--- config.mk ---
export PLATFORM = sky130hd
export DESIGN_NAME = sasm_stereo_master
export DESIGN_NICKNAME = d
export VERILOG_FILES = /design/src/logic/sasm_pkg.sv /design/src/logic/sasm_stereo_master.sv /design/src/logic/sasm_byte_fifo.sv
export SDC_FILE = /design/constraint.sdc
export NUM_CORES = 1
export LEC_CHECK = 0
export ABC_AREA = 1
export BUFFER_PORTS_ARGS = -buffer_cell sky130_fd_sc_hd__buf_2
export CORE_MARGIN = 2
export CORE_UTILIZATION = 25
export CTS_CLUSTER_SIZE = 20
export DETAILED_ROUTE_END_ITERATION = 7
export SYNTH_ARGS = -nofsm -noshare
export SYNTH_HDL_FRONTEND = slang
export SYNTH_SLANG_ARGS = --single-unit
--- constraint.sdc ---
create_clock -name aclk -period 3.6 [get_ports aclk]
set_clock_uncertainty 0.05 [all_clocks]
set_input_delay 0.36 -clock aclk [delete_from_list [all_inputs] [get_ports aclk]]
set_output_delay 0.36 -clock aclk [all_outputs]
set_load 0.005 [all_outputs]
--- src/logic/sasm_pkg.sv ---
package sasm_pkg;

  // ----------------------------------------------------------------------
  // Register map
  // ----------------------------------------------------------------------
  localparam int         SASM_ADDR_W     = 6;
  localparam logic [5:0] SASM_OFF_CTRL   = 6'h00;
  localparam logic [5:0] SASM_OFF_TXSTAT = 6'h04;
  localparam logic [5:0] SASM_OFF_RXSTAT = 6'h08;
  localparam logic [5:0] SASM_OFF_CONFIG = 6'h0C;
  localparam logic [5:0] SASM_OFF_TXF0   = 6'h10;
  localparam logic [5:0] SASM_OFF_TXF1   = 6'h14;
  localparam logic [5:0] SASM_OFF_RXF0   = 6'h18;
  localparam logic [5:0] SASM_OFF_RXF1   = 6'h1C;

  // ----------------------------------------------------------------------
  // Field positions and reset values
  // ----------------------------------------------------------------------
  localparam int          SASM_CTRL_TXEN   = 0;
  localparam int          SASM_CTRL_RXEN   = 1;
  localparam int          SASM_CTRL_EN     = 2;
  localparam int          SASM_STAT_ERR    = 0;
  localparam int          SASM_STAT_F0     = 1;
  localparam int          SASM_STAT_F1     = 2;
  localparam int          SASM_CFG_WIDTH   = 0;
  localparam int          SASM_CFG_PERIOD  = 8;
  localparam int          SASM_CFG_TXSPLIT = 12;
  localparam int          SASM_CFG_RXSPLIT = 13;
  localparam int          SASM_CFG_TXIRQ   = 16;
  localparam int          SASM_CFG_RXIRQ   = 17;
  localparam int          SASM_CFG_TXCLR   = 24;
  localparam int          SASM_CFG_RXCLR   = 25;
  localparam logic [2:0]  SASM_CTRL_RST    = 3'h0;
  localparam logic [31:0] SASM_CFG_RST     = 32'h0000_0110;
  localparam logic [31:0] SASM_CFG_MASK    = 32'h0003_333F;
  localparam logic [5:0]  SASM_MIN_BITS    = 6'h08;
  localparam logic [1:0]  SASM_RESP_OKAY   = 2'h0;
  localparam logic [1:0]  SASM_RESP_DECERR = 2'h3;

  // ----------------------------------------------------------------------
  // Helpers
  // ----------------------------------------------------------------------
  function automatic logic [6:0] sasm_period(input logic [1:0] code);
    return 7'(({5'h00, code} + 7'h01) << 4);
  endfunction : sasm_period

  function automatic logic [2:0] sasm_bytes(input logic [5:0] bits);
    return 3'((bits + 6'h07) >> 3);
  endfunction : sasm_bytes

  function automatic logic [5:0] sasm_fit_width(input logic [5:0] bits,
                                                input logic [1:0] code);
    logic [5:0] half;
    half = 6'(sasm_period(code) >> 1);
    if (bits < SASM_MIN_BITS) return SASM_MIN_BITS;
    else if (bits > half) return half;
    else return bits;
  endfunction : sasm_fit_width

endpackage : sasm_pkg

--- src/logic/sasm_stereo_master.sv ---
// Summary of operation
// - One width and word-select period serve both channels and both directions.
// - Samples move through FIFOs as bytes, most significant byte first.
// - Fewest whole bytes per sample; padding ignored on send, zero on receive.
// - Single-stream mode interleaves left then right in one FIFO.
// - Two-stream mode puts left in FIFO 0 and right in FIFO 1.
// - Two level DMA requests per direction; the second only in two-stream mode.
// - A high request means at least one more byte may move on that FIFO.
// - Disabled transmitter sends zeros; disabled receiver discards every bit.
// - Transmit and receive enable changes take effect only at a word-select frame boundary.
// - Transmit underflow is flagged, then zeros are sent until restart.
// - Receive overflow is flagged and capture stops.
// - Control register: block enable bit 2, receive bit 1, transmit bit 0.
// - Transmit status: right room bit 2, first room bit 1, underflow bit 0.
// - Receive status: right data bit 2, first data bit 1, overflow bit 0.
// - Error bits latch on their event, stay set, and clear when read.
// - Each direction has an interrupt output enabled by software.
// - Logic runs at twice the serial clock; serial clock has equal phases.
// - Word select and serial data change on the serial clock falling edge.
module sasm_stereo_master
  import sasm_pkg::*;
#(
  parameter int FIFO_DEPTH = 4
) (
  // Clock and reset
  input  wire logic                   aclk,
  input  wire logic                   aresetn,
  // Register bus write
  input  wire logic [SASM_ADDR_W-1:0] s_axi_awaddr,
  input  wire logic                   s_axi_awvalid,
  output logic                        s_axi_awready,
  input  wire logic [31:0]            s_axi_wdata,
  input  wire logic [3:0]             s_axi_wstrb,
  input  wire logic                   s_axi_wvalid,
  output logic                        s_axi_wready,
  output logic [1:0]                  s_axi_bresp,
  output logic                        s_axi_bvalid,
  input  wire logic                   s_axi_bready,
  // Register bus read
  input  wire logic [SASM_ADDR_W-1:0] s_axi_araddr,
  input  wire logic                   s_axi_arvalid,
  output logic                        s_axi_arready,
  output logic [31:0]                 s_axi_rdata,
  output logic [1:0]                  s_axi_rresp,
  output logic                        s_axi_rvalid,
  input  wire logic                   s_axi_rready,
  // Serial link
  output logic                        sck,
  output logic                        ws,
  output logic                        sdo,
  input  wire logic                   sdi,
  // DMA requests and interrupts
  output logic                        tx_first_fifo_request,
  output logic                        tx_right_fifo_request,
  output logic                        rx_first_fifo_request,
  output logic                        rx_right_fifo_request,
  output logic                        tx_interrupt,
  output logic                        rx_interrupt
);

  localparam int CW = $clog2(FIFO_DEPTH+1);
  localparam logic [7:0] DEPTH8 = 8'(FIFO_DEPTH);

  // A whole 32-bit sample must fit, so receive admission never stalls mid-sample.
  if (FIFO_DEPTH < 4 || FIFO_DEPTH > 128) begin : g_bad_depth
    $error("FIFO_DEPTH must lie between 4 and 128.");
  end

  typedef struct packed {
    logic [5:0]  aw_addr;
    logic        aw_have;
    logic [31:0] w_data;
    logic [3:0]  w_strb;
    logic        w_have;
    logic        bvalid;
    logic [1:0]  bresp;
    logic        rvalid;
    logic [31:0] rdata;
    logic [1:0]  rresp;
    logic [2:0]  ctrl;
    logic [31:0] cfg;
    logic        tx_err;
    logic        rx_err;
    logic        sck;
    logic        ws;
    logic        sdo;
    logic [5:0]  bitcnt;
    logic        tx_active;
    logic        tx_dead;
    logic [31:0] tx_stage;
    logic        tx_have;
    logic [2:0]  tx_got;
    logic        tx_load_right;
    logic [31:0] tx_sr;
    logic [5:0]  tx_left;
    logic        rx_active;
    logic        rx_dead;
    logic        rx_cap;
    logic        rx_right;
    logic [31:0] rx_sr;
    logic [5:0]  rx_cnt;
    logic [31:0] rx_out;
    logic [2:0]  rx_out_left;
    logic        rx_out_right;
  } sasm_state_t;

  sasm_state_t st;
  sasm_state_t next_st;

  // Index 0/1: transmit first/right, index 2/3: receive first/right.
  logic [3:0]          f_push;
  logic [3:0]          f_pop;
  logic [3:0]          f_clr;
  logic [3:0]          f_room;
  logic [3:0]          f_data;
  logic [3:0][7:0]     f_wdata;
  logic [3:0][7:0]     f_rdata;
  logic [3:0][CW-1:0]  f_level;

  logic [6:0]          period;
  logic [5:0]          half;
  logic [5:0]          width;
  logic [2:0]          nbytes;
  logic [5:0]          next_bitcnt;
  logic                next_ws;
  logic [5:0]          next_pos;
  logic [5:0]          cur_pos;
  logic                ev_under;
  logic                ev_over;
  logic [1:0]          tx_src;
  logic [1:0]          rx_dst;
  logic [1:0]          rx_unl;

  function automatic logic reg_hit(input logic [5:0] a);
    return a[5] == 1'b0 && a[1:0] == 2'h0;
  endfunction : reg_hit

  function automatic logic [5:0] slot_pos(input logic [5:0] cnt, input logic [5:0] h);
    return (cnt >= h) ? cnt - h : cnt;
  endfunction : slot_pos

  // ----------------------------------------------------------------------
  // Byte FIFOs
  // ----------------------------------------------------------------------
  for (genvar i = 0; i < 4; i++) begin : g_fifo
    sasm_byte_fifo #(.DEPTH(FIFO_DEPTH)) u_fifo (
      .aclk      (aclk),
      .aresetn   (aresetn),
      .clear     (f_clr[i]),
      .push      (f_push[i]),
      .push_data (f_wdata[i]),
      .has_room  (f_room[i]),
      .pop       (f_pop[i]),
      .pop_data  (f_rdata[i]),
      .has_data  (f_data[i]),
      .level     (f_level[i])
    );
  end

  // ----------------------------------------------------------------------
  // Shared timing and outputs
  // ----------------------------------------------------------------------
  assign period      = sasm_period(st.cfg[SASM_CFG_PERIOD +: 2]);
  assign half        = 6'(period >> 1);
  assign width       = st.cfg[SASM_CFG_WIDTH +: 6];
  assign nbytes      = sasm_bytes(width);
  assign next_bitcnt = (st.bitcnt >= 6'(period - 7'h01)) ? 6'h00 : st.bitcnt + 6'h01;
  assign next_ws     = next_bitcnt >= half;
  assign next_pos    = slot_pos(next_bitcnt, half);
  assign cur_pos     = slot_pos(st.bitcnt, half);
  assign tx_src      = {1'b0, st.cfg[SASM_CFG_TXSPLIT] & st.tx_load_right};
  assign rx_dst      = {1'b1, st.cfg[SASM_CFG_RXSPLIT] & st.rx_right};
  assign rx_unl      = {1'b1, st.rx_out_right};

  assign s_axi_awready = !st.aw_have && !st.bvalid;
  assign s_axi_wready  = !st.w_have && !st.bvalid;
  assign s_axi_bvalid  = st.bvalid;
  assign s_axi_bresp   = st.bresp;
  assign s_axi_arready = !st.rvalid;
  assign s_axi_rvalid  = st.rvalid;
  assign s_axi_rdata   = st.rdata;
  assign s_axi_rresp   = st.rresp;
  assign sck           = st.sck;
  assign ws            = st.ws;
  assign sdo           = st.sdo;

  assign tx_first_fifo_request = f_room[0];
  assign tx_right_fifo_request = st.cfg[SASM_CFG_TXSPLIT] & f_room[1];
  assign rx_first_fifo_request = f_data[2];
  assign rx_right_fifo_request = st.cfg[SASM_CFG_RXSPLIT] & f_data[3];
  assign tx_interrupt          = st.tx_err & st.cfg[SASM_CFG_TXIRQ];
  assign rx_interrupt          = st.rx_err & st.cfg[SASM_CFG_RXIRQ];

  // ----------------------------------------------------------------------
  // Next state
  // ----------------------------------------------------------------------
  always_comb begin
    next_st  = st;
    f_push   = '0;
    f_pop    = '0;
    f_clr    = '0;
    f_wdata  = '0;
    ev_under = 1'b0;
    ev_over  = 1'b0;
    // Register writes: address and data may arrive in either order.
    if (s_axi_awvalid && s_axi_awready) begin
      next_st.aw_addr = s_axi_awaddr;
      next_st.aw_have = 1'b1;
    end
    if (s_axi_wvalid && s_axi_wready) begin
      next_st.w_data = s_axi_wdata;
      next_st.w_strb = s_axi_wstrb;
      next_st.w_have = 1'b1;
    end
    if (st.bvalid && s_axi_bready) begin
      next_st.bvalid = 1'b0;
    end
    if (st.aw_have && st.w_have) begin
      next_st.aw_have = 1'b0;
      next_st.w_have  = 1'b0;
      next_st.bvalid  = 1'b1;
      next_st.bresp   = reg_hit(st.aw_addr) ? SASM_RESP_OKAY : SASM_RESP_DECERR;
      if ({st.aw_addr[5:2], 2'h0} == SASM_OFF_CTRL && st.w_strb[0]) begin
        next_st.ctrl = st.w_data[2:0];
      end
      if ({st.aw_addr[5:2], 2'h0} == SASM_OFF_CONFIG) begin
        for (int b = 0; b < 4; b++) begin
          if (st.w_strb[b]) next_st.cfg[8*b +: 8] = st.w_data[8*b +: 8] & SASM_CFG_MASK[8*b +: 8];
        end
        next_st.cfg[SASM_CFG_WIDTH +: 6] = sasm_fit_width(next_st.cfg[SASM_CFG_WIDTH +: 6],
                                                          next_st.cfg[SASM_CFG_PERIOD +: 2]);
        f_clr[1:0] = {2{st.w_strb[3] & st.w_data[SASM_CFG_TXCLR]}};
        f_clr[3:2] = {2{st.w_strb[3] & st.w_data[SASM_CFG_RXCLR]}};
      end
      for (int i = 0; i < 2; i++) begin
        if ({st.aw_addr[5:2], 2'h0} == (SASM_OFF_TXF0 + 6'(4 * i))) begin
          f_push[i]  = st.w_strb[0];
          f_wdata[i] = st.w_data[7:0];
        end
      end
    end
    // Register reads.
    if (st.rvalid && s_axi_rready) begin
      next_st.rvalid = 1'b0;
    end
    if (s_axi_arvalid && s_axi_arready) begin
      next_st.rvalid = 1'b1;
      next_st.rdata  = '0;
      next_st.rresp  = reg_hit(s_axi_araddr) ? SASM_RESP_OKAY : SASM_RESP_DECERR;
      case ({s_axi_araddr[5:2], 2'h0})
        SASM_OFF_CTRL:   next_st.rdata[2:0] = st.ctrl;
        SASM_OFF_TXSTAT: begin
          next_st.rdata[2:0] = {f_room[1], f_room[0], st.tx_err};
          next_st.tx_err     = 1'b0;
        end
        SASM_OFF_RXSTAT: begin
          next_st.rdata[2:0] = {f_data[3], f_data[2], st.rx_err};
          next_st.rx_err     = 1'b0;
        end
        SASM_OFF_CONFIG: next_st.rdata = st.cfg;
        SASM_OFF_RXF0:   begin
          next_st.rdata[7:0] = f_rdata[2];
          f_pop[2]           = 1'b1;
        end
        SASM_OFF_RXF1:   begin
          next_st.rdata[7:0] = f_rdata[3];
          f_pop[3]           = 1'b1;
        end
        default:         next_st.rdata = '0;
      endcase
    end
    // Transmit loader gathers the next sample ahead of its slot.
    if (!(st.ctrl[SASM_CTRL_EN] && st.ctrl[SASM_CTRL_TXEN]) && !st.tx_active) begin
      next_st.tx_have       = 1'b0;
      next_st.tx_got        = 3'h0;
      next_st.tx_load_right = 1'b0;
    end else if (!st.tx_have && f_data[tx_src]) begin
      f_pop[tx_src]    = 1'b1;
      next_st.tx_stage = {st.tx_stage[23:0], f_rdata[tx_src]};
      if (st.tx_got + 3'h1 == nbytes) begin
        next_st.tx_have       = 1'b1;
        next_st.tx_got        = 3'h0;
        next_st.tx_load_right = !st.tx_load_right;
      end else begin
        next_st.tx_got = st.tx_got + 3'h1;
      end
    end
    // Receive unloader writes a finished sample out byte by byte.
    if (st.rx_out_left != 3'h0) begin
      f_push[rx_unl]      = 1'b1;
      f_wdata[rx_unl]     = st.rx_out[31:24];
      next_st.rx_out      = st.rx_out << 8;
      next_st.rx_out_left = st.rx_out_left - 3'h1;
    end
    // Serial engine: one system cycle per serial clock phase.
    if (!st.ctrl[SASM_CTRL_EN]) begin
      next_st.sck       = 1'b0;
      next_st.ws        = 1'b0;
      next_st.sdo       = 1'b0;
      next_st.bitcnt    = 6'(period - 7'h01);
      next_st.tx_active = 1'b0;
      next_st.rx_active = 1'b0;
      next_st.tx_dead   = 1'b0;
      next_st.rx_dead   = 1'b0;
      next_st.tx_left   = 6'h00;
      next_st.rx_cnt    = 6'h00;
    end else if (st.sck) begin
      next_st.sck    = 1'b0;
      next_st.bitcnt = next_bitcnt;
      next_st.ws     = next_ws;
      if (next_bitcnt == 6'h00) begin
        next_st.tx_active = st.ctrl[SASM_CTRL_TXEN];
        next_st.rx_active = st.ctrl[SASM_CTRL_RXEN];
        if (!st.ctrl[SASM_CTRL_TXEN]) next_st.tx_dead = 1'b0;
        if (!st.ctrl[SASM_CTRL_RXEN]) next_st.rx_dead = 1'b0;
      end
      if (next_pos == 6'h01) begin
        next_st.tx_left = 6'h00;
        if (next_st.tx_active && !st.tx_dead) begin
          if (st.tx_have) begin
            next_st.tx_sr   = st.tx_stage << (6'h20 - {nbytes, 3'h0});
            next_st.tx_left = width;
            next_st.tx_have = 1'b0;
          end else begin
            ev_under        = 1'b1;
            next_st.tx_dead = 1'b1;
          end
        end
      end else if (st.tx_left != 6'h00) begin
        next_st.tx_sr   = st.tx_sr << 1;
        next_st.tx_left = st.tx_left - 6'h01;
      end
      next_st.sdo = (next_st.tx_left != 6'h00) && next_st.tx_sr[31];
    end else begin
      next_st.sck = 1'b1;
      if (cur_pos == 6'h01) begin
        next_st.rx_cap   = st.rx_active && !st.rx_dead;
        next_st.rx_right = st.ws;
        next_st.rx_sr    = {31'h0, sdi};
        next_st.rx_cnt   = 6'h01;
      end else if (st.rx_cnt != 6'h00 && st.rx_cnt < width) begin
        next_st.rx_sr  = {st.rx_sr[30:0], sdi};
        next_st.rx_cnt = st.rx_cnt + 6'h01;
        if (next_st.rx_cnt == width && st.rx_cap && !st.rx_dead) begin
          if (8'(f_level[rx_dst]) + 8'(nbytes) > DEPTH8) begin
            ev_over         = 1'b1;
            next_st.rx_dead = 1'b1;
            next_st.rx_cap  = 1'b0;
          end else begin
            next_st.rx_out       = next_st.rx_sr << (6'h20 - width);
            next_st.rx_out_left  = nbytes;
            next_st.rx_out_right = rx_dst[0];
          end
        end
      end
    end
    // A new event wins over a clearing read in the same cycle.
    if (ev_under) next_st.tx_err = 1'b1;
    if (ev_over) next_st.rx_err = 1'b1;
  end

  always_ff @(posedge aclk) begin
    if (!aresetn) begin
      st      <= '0;
      st.ctrl <= SASM_CTRL_RST;
      st.cfg  <= SASM_CFG_RST;
    end else begin
      st <= next_st;
    end
  end
endmodule : sasm_stereo_master

--- src/logic/sasm_byte_fifo.sv ---
module sasm_byte_fifo
  import sasm_pkg::*;
#(
  parameter int DEPTH = 4
) (
  // Clock and reset
  input  wire logic                         aclk,
  input  wire logic                         aresetn,
  // Control
  input  wire logic                         clear,
  // Fill side
  input  wire logic                         push,
  input  wire logic [7:0]                   push_data,
  output logic                              has_room,
  // Drain side
  input  wire logic                         pop,
  output logic [7:0]                        pop_data,
  output logic                              has_data,
  output logic [$clog2(DEPTH+1)-1:0]        level
);

  localparam int AW = $clog2(DEPTH);
  localparam int CW = $clog2(DEPTH+1);

  if (DEPTH < 2 || (DEPTH & (DEPTH - 1)) != 0) begin : g_bad_depth
    $error("FIFO depth must be a power of two of at least two.");
  end

  typedef struct packed {
    logic [DEPTH-1:0][7:0] mem;
    logic [AW-1:0]         rd;
    logic [AW-1:0]         wr;
    logic [CW-1:0]         cnt;
  } sasm_fifo_st_t;

  sasm_fifo_st_t st;
  sasm_fifo_st_t next_st;

  assign has_room = st.cnt != CW'(DEPTH);
  assign has_data = st.cnt != '0;
  assign pop_data = st.mem[st.rd];
  assign level    = st.cnt;

  always_comb begin
    next_st = st;
    if (clear) begin
      next_st.rd  = '0;
      next_st.wr  = '0;
      next_st.cnt = '0;
    end else begin
      if (push && has_room) begin
        next_st.mem[st.wr] = push_data;
        next_st.wr         = st.wr + AW'(1);
      end
      if (pop && has_data) begin
        next_st.rd = st.rd + AW'(1);
      end
      next_st.cnt = st.cnt + CW'(push && has_room) - CW'(pop && has_data);
    end
  end

  always_ff @(posedge aclk) begin
    if (!aresetn) begin
      st <= '0;
    end else begin
      st <= next_st;
    end
  end

endmodule : sasm_byte_fifo

# Word level (Yosys, flattened, before mapping)
# Cells that the tools add are included.
# word_totals
regBits	418
wordCells	393
in_bits	56
output_inout_bits	50
# classes
muxes	126
shift	2
bitwise_logic	21
n_reduce_logical	98
n_addsub	30
eq_ne	25
order_cmp	24
# op_table
cell	n
two-way mux 38 bit	6
two-way mux 36 bit	5
two-way mux 8 bit	21
bitwise mux 32 bit	5
two-way mux 73 bit	1
two-way mux 35 bit	2
binary-select mux 8 bit (select 2 bit)	4
demux 8 bit (select 2 bit)	4
<< shifter 32 x 6 -> 32 bit	2
two-way mux 1 bit	42
two-way mux 37 bit	1
logical AND 1 bit	34
two-way mux 32 bit	1
less-than comparator 2 x 3 -> 1 bit (second input constant)	10
two-way mux 6 bit	5
AND reduction 2 bit	14
nonzero test 2 bit	12
two-way mux 2 bit	11
two-way mux 4 bit	5
>= comparator 6 bit	3
inequality test 3 bit (second input constant)	6
one-hot mux 3 bit (6 select lines)	1
nonzero test 6 bit	3
adder 2 x 1 -> 2 bit (second input constant)	8
49 further kinds	120

# Logic depth before layout (Yosys ltp)
# logic_depth
word_depth	15
depth_mapped	25
depth_no_buf	24

# By module
# Synthesis repeated with hierarchy kept, for this count alone.
# hier_totals
hier_cells	3308
hier_area_um2	21348.0
# by_module_without_submodules
mod	instances	seq_area_each_um2	cells_each	area_per_inst_um2
sasm_stereo_master	1	4544.4	2098	13545.5
sasm_byte_fifo at g_fifo[0].u_fifo ...	3	780.7	303	1956.9
sasm_byte_fifo at g_fifo[3].u_fifo	1	780.7	301	1931.9

# Least setup slack after synthesis
# OpenSTA, ideal clock, no wires.
# synth_path
path_kind	register to register
startpoint	register st[174] in the netlist's numbering
endpoint	register st[90] in the netlist's numbering
n_path_buf	2
t_arrival_ns	3.487
setup_slack_ns	-0.056
path_stages_with_launch	25
period_less_slack_ns	3.656
setup_time_ns	0.119
required_time_ns	3.431
cell_sequence	dfxtp_1 > ha_1 > inv_1 > nand2_1 > nand2_1 > ha_1 > nand2_1 > nand2_1 > nor2_2 > nand2_1 > ha_1 > fa_1 > o21a_1 > and3_1 > inv_1 > nand2_1 > nand3_2 > nor2_8 > nand2_2 > nand2_2 > buf_6 > buf_6 > nand2_1 > nor2_2 > nor2_2
# synth_via
elab_chain_len	11
elab_cells_between_ends	20
classes_between	3 x add/sub; 2 x order compare; 4 x eq/ne; 8 x mux; 3 x reduce/logical
# synth_rtl
item	line_no	source
from (decl)	sasm_stereo_master.sv:107	sasm_state_t st;
from (signal assigned)	sasm_stereo_master.sv:368	st <= next_st;
adder 2 x 1 -> 3 bit *	sasm_pkg.sv:44	return 7'(({5'h00, code} + 7'h01) << 4);
branches (longest 10 deep; another with subtractor 6 x 1 -> 6 bit)	--	
# Every way passes the cells marked *. The select of a mux whose other input is x is not followed.
# A chain may end at the register's enable or synchronous reset.

# Worst setup path in the final report
# layout_path
startpoint	register st[175] in the netlist's numbering
endpoint	register st[99] in the netlist's numbering
# The elaborated chain is that of the path after synthesis.

==> qor.yml <==
outcome: "completed"
die_y_um: 288.0
core_sq_um: 80160
ys_seq_elements: 383
irDropWorstVdd_mv: 0.3066
io_pins: 106
fin_ws_ns: 0.1433
synth_top_flop_cell: "dfxtp_1"
antenna_left: 0
fin_crit_sh: 0.9602
dieArea_sq_um: 82970
port_buffers: 75
routedWlPerCell_um: 14.20
worstPathArrival_ns: 3.86
die_w_um: 288.0
drv_cap: 0
first_iter_violations: 1505
fmax_mhz: 289.3
yosysSeqAreaShare: 0.3801
synth_cell_type_count: 53
cp_max_fo: 8
clk_path_buf_depth: 3
place_ws_ns: -0.003022
gp_congestion: 0.8972
num_vias: 18970
clkTransAtPathRegs_ns: 0.06
drtPass1Iterations: 5
pwr_density_cell_nw_per_um2: 454.0
synth_cells: 2970
n_antenna_cell: 0
drcViolationCount: 0
syn_to_final_growth_pct: 16.48
slew_headroom: 0.1947
numCtsBuffers: 42
power.total_mw: 10.67
final_cell_area_sq_um: 23490
worst-setup-path-type: "reg2reg"
hold_viol: 0
finalSetupTns_ns: 0
finish.utilization: 0.2931
crit_path_start_kind: "flip-flop"
wirelength_um: 58190
hp-class: "in2reg"
worst_pin_slew_ns: 1.199
placed_area_sq_um: 21580
num_rows: 104
grt_pass1_wl_um: 92800
cts_sinks: 383
synth_warnings: 0
drt-vias-per-instance: 4.631
drv_slew: 0
grt_pass1_vias: 17140
final_nets: 3124
final_cells: 4097
grt_max_degree: 76
synth-async-reset-ratio: 0
root_buffer: "clkbuf_16"
finalSetupViolCount: 0
p_leak_nw: 9.364
min_period_ns: 3.457
drive_gt1_frac: 0.1014
synth_edf_count: 0
initial_utilization: 0.2516
overflow: 0
cts-htree-levels: 2
rsz0062_at_grt: "yes"
fin_hold_ws_ns: 0.01906
dp.final_hpwl_um: 41250
antenna_found_initial: 0
cp-end-kind: "flip-flop"
cts_tree: "yes"
gr-usage-all-layers: 0.1378
placed_cells: 3996
avgSynthCellArea_sq_um: 6.791
required_ns: 4.00
synth_area_sq_um: 20170
insertion_delay_ns: 0.58
-- cell type report --
type | count | area (sq um)
tap | 1060 | 1326
clock inverter | 21 | 255.2
sequential | 383 | 7671
clock buffer | 57 | 1229
timing repair buffer | 168 | 1225
fill | 8840 | 56660
multi-input combinational | 2080 | 10550
inverter | 328 | 1239
-- cell usage in the layout (no fill, tap or decap), drive strengths merged, types with 2 or more instances in the layout --
cell type / count
a211oi: 7
a21oi: 339
a221oi: 6
a22oi: 3
a31oi: 14
buf: 154
bufinv: 5
clkbuf: 59
clkinv: 24
conb: 14
dfxtp: 383
dlygate4sd3: 12
fa: 7
ha: 58
inv: 319
mux2i: 8
nand2: 600
nand3: 139
nand3b: 2
nand4: 19
nor2: 285
nor3: 45
nor3b: 3
nor4: 3
o2111ai: 6
o211ai: 26
o21a: 8
o21ai: 427
o221ai: 3
o22ai: 6
o31ai: 5
o41ai: 2
or2: 13
xnor2: 9
xor2: 17
-- path summary, 6_finish.rpt --
kind / startpoint / endpoint / slack (ns) / cells after the start
max: st[175] / st[99] / 0.14 / 26
min: s_axi_wdata[24] / st[268] / 0.02 / 3
max reg2reg: st[175] / st[99] / 0.14 / 26
min reg2reg: g_fifo[2].u_fifo.st[7] / g_fifo[2].u_fifo.st[7] / 0.39 / 2
-- cell families after synthesis --
group	after synthesis	share of synthesized area
and+or+nand+nor	1110	0.2294
AOI/OAI and AO/OA	857	0.2245
buffers and inverters	520	0.1076
DFF	383	0.3801
adders and majority gates	65	0.04293
xor gates and xnor gates	26	0.01129
muxes	8	0.003970
other	1	0.0001859
-- routing by layer --
| metal | wire (um) | up-vias | share of wire | track usage |
|---|---|---|---|---|
| met4 | 1102 | 0 | 0.019 | 0.03601 |
| met1 | 27970 | 8625 | 0.48 | 0.1918 |
| met2 | 25760 | 471 | 0.44 | 0.2199 |
| met5 | 0 | - | 0 | 0 |
| li1 | - | 9802 | - | - |
| met3 | 3348 | 74 | 0.058 | 0.02250 |
-- state kept, by name, indices dropped and copies added, names as in the netlist --
register / flops
sdo: 1
st: 204
sck: 1
s_axi_rresp: 1
s_axi_bresp: 1
ws: 1
g_fifo.u_fifo.level: 12
s_axi_rvalid: 1
s_axi_rdata: 15
rx_unl: 1
g_fifo.u_fifo.st: 144
s_axi_bvalid: 1
-- power breakdown --
group / total [mW] / switching (mW) / internal [mW]
Combinational: 1.47 / 0.963 / 0.511
Sequential: 4.57 / 0.116 / 4.45
Clock: 4.62 / 1.86 / 2.76
-- repair_timing --
| item | 4_1_cts | 5_1_grt |
|---|---|---|
| endpoints found under the setup margin | 29 | 67 |
| hold endpoints to repair | 11 | 0 |
| gates resized for setup | 11 | 33 |
| pin swaps | 5 | 8 |
| hold buffers | 12 | 0 |
| gates cloned | 1 | 2 |
| setup buffers | 6 | 2 |
-- Yosys cell counts, types with 9 or more instances --
master    count  area (sq um)
nor2_1      273          1025
xor2_1       17         148.9
nand4_1      19         118.9
a21oi_1     337          1687
inv_1       311          1167
o211ai_1     26         195.2
nand3_1     133         665.6
nand2_1     593          2226
buf_4        40         300.3
ha_1         58         725.7
buf_2        25         125.1
clkbuf_1    115         431.7
or2_2        12         75.07
o21ai_1      18         90.09
a31oi_1      14         87.58
nor3_1       43         215.2
o21ai_0     409          2047
clkinv_1      9         33.78
dfxtp_1     383          7667
xnor2_1       9         78.83
-- worst max-delay path, stage by stage (launching register included) --
cell       delay (ns)
dfxtp_2          0.33
ha_4             0.28
inv_1            0.06
nand2_2          0.08
nand2_2          0.06
ha_4             0.26
nand2_1          0.06
nor2_1           0.11
nor2_2           0.06
buf_4            0.15
nand2_4          0.07
inv_1            0.06
ha_1             0.28
nand2_2          0.07
nor2_1           0.04
a211oi_2         0.18
buf_4            0.17
nand3_2          0.11
nand2_2          0.10
nor2_4           0.04
nor2_4           0.12
nand2_4          0.08
nand2_8          0.15
clkbuf_16        0.17
nand2_1          0.05
nor2_1           0.08
nor2_1           0.05
Power figures use the tool's default switching activity.
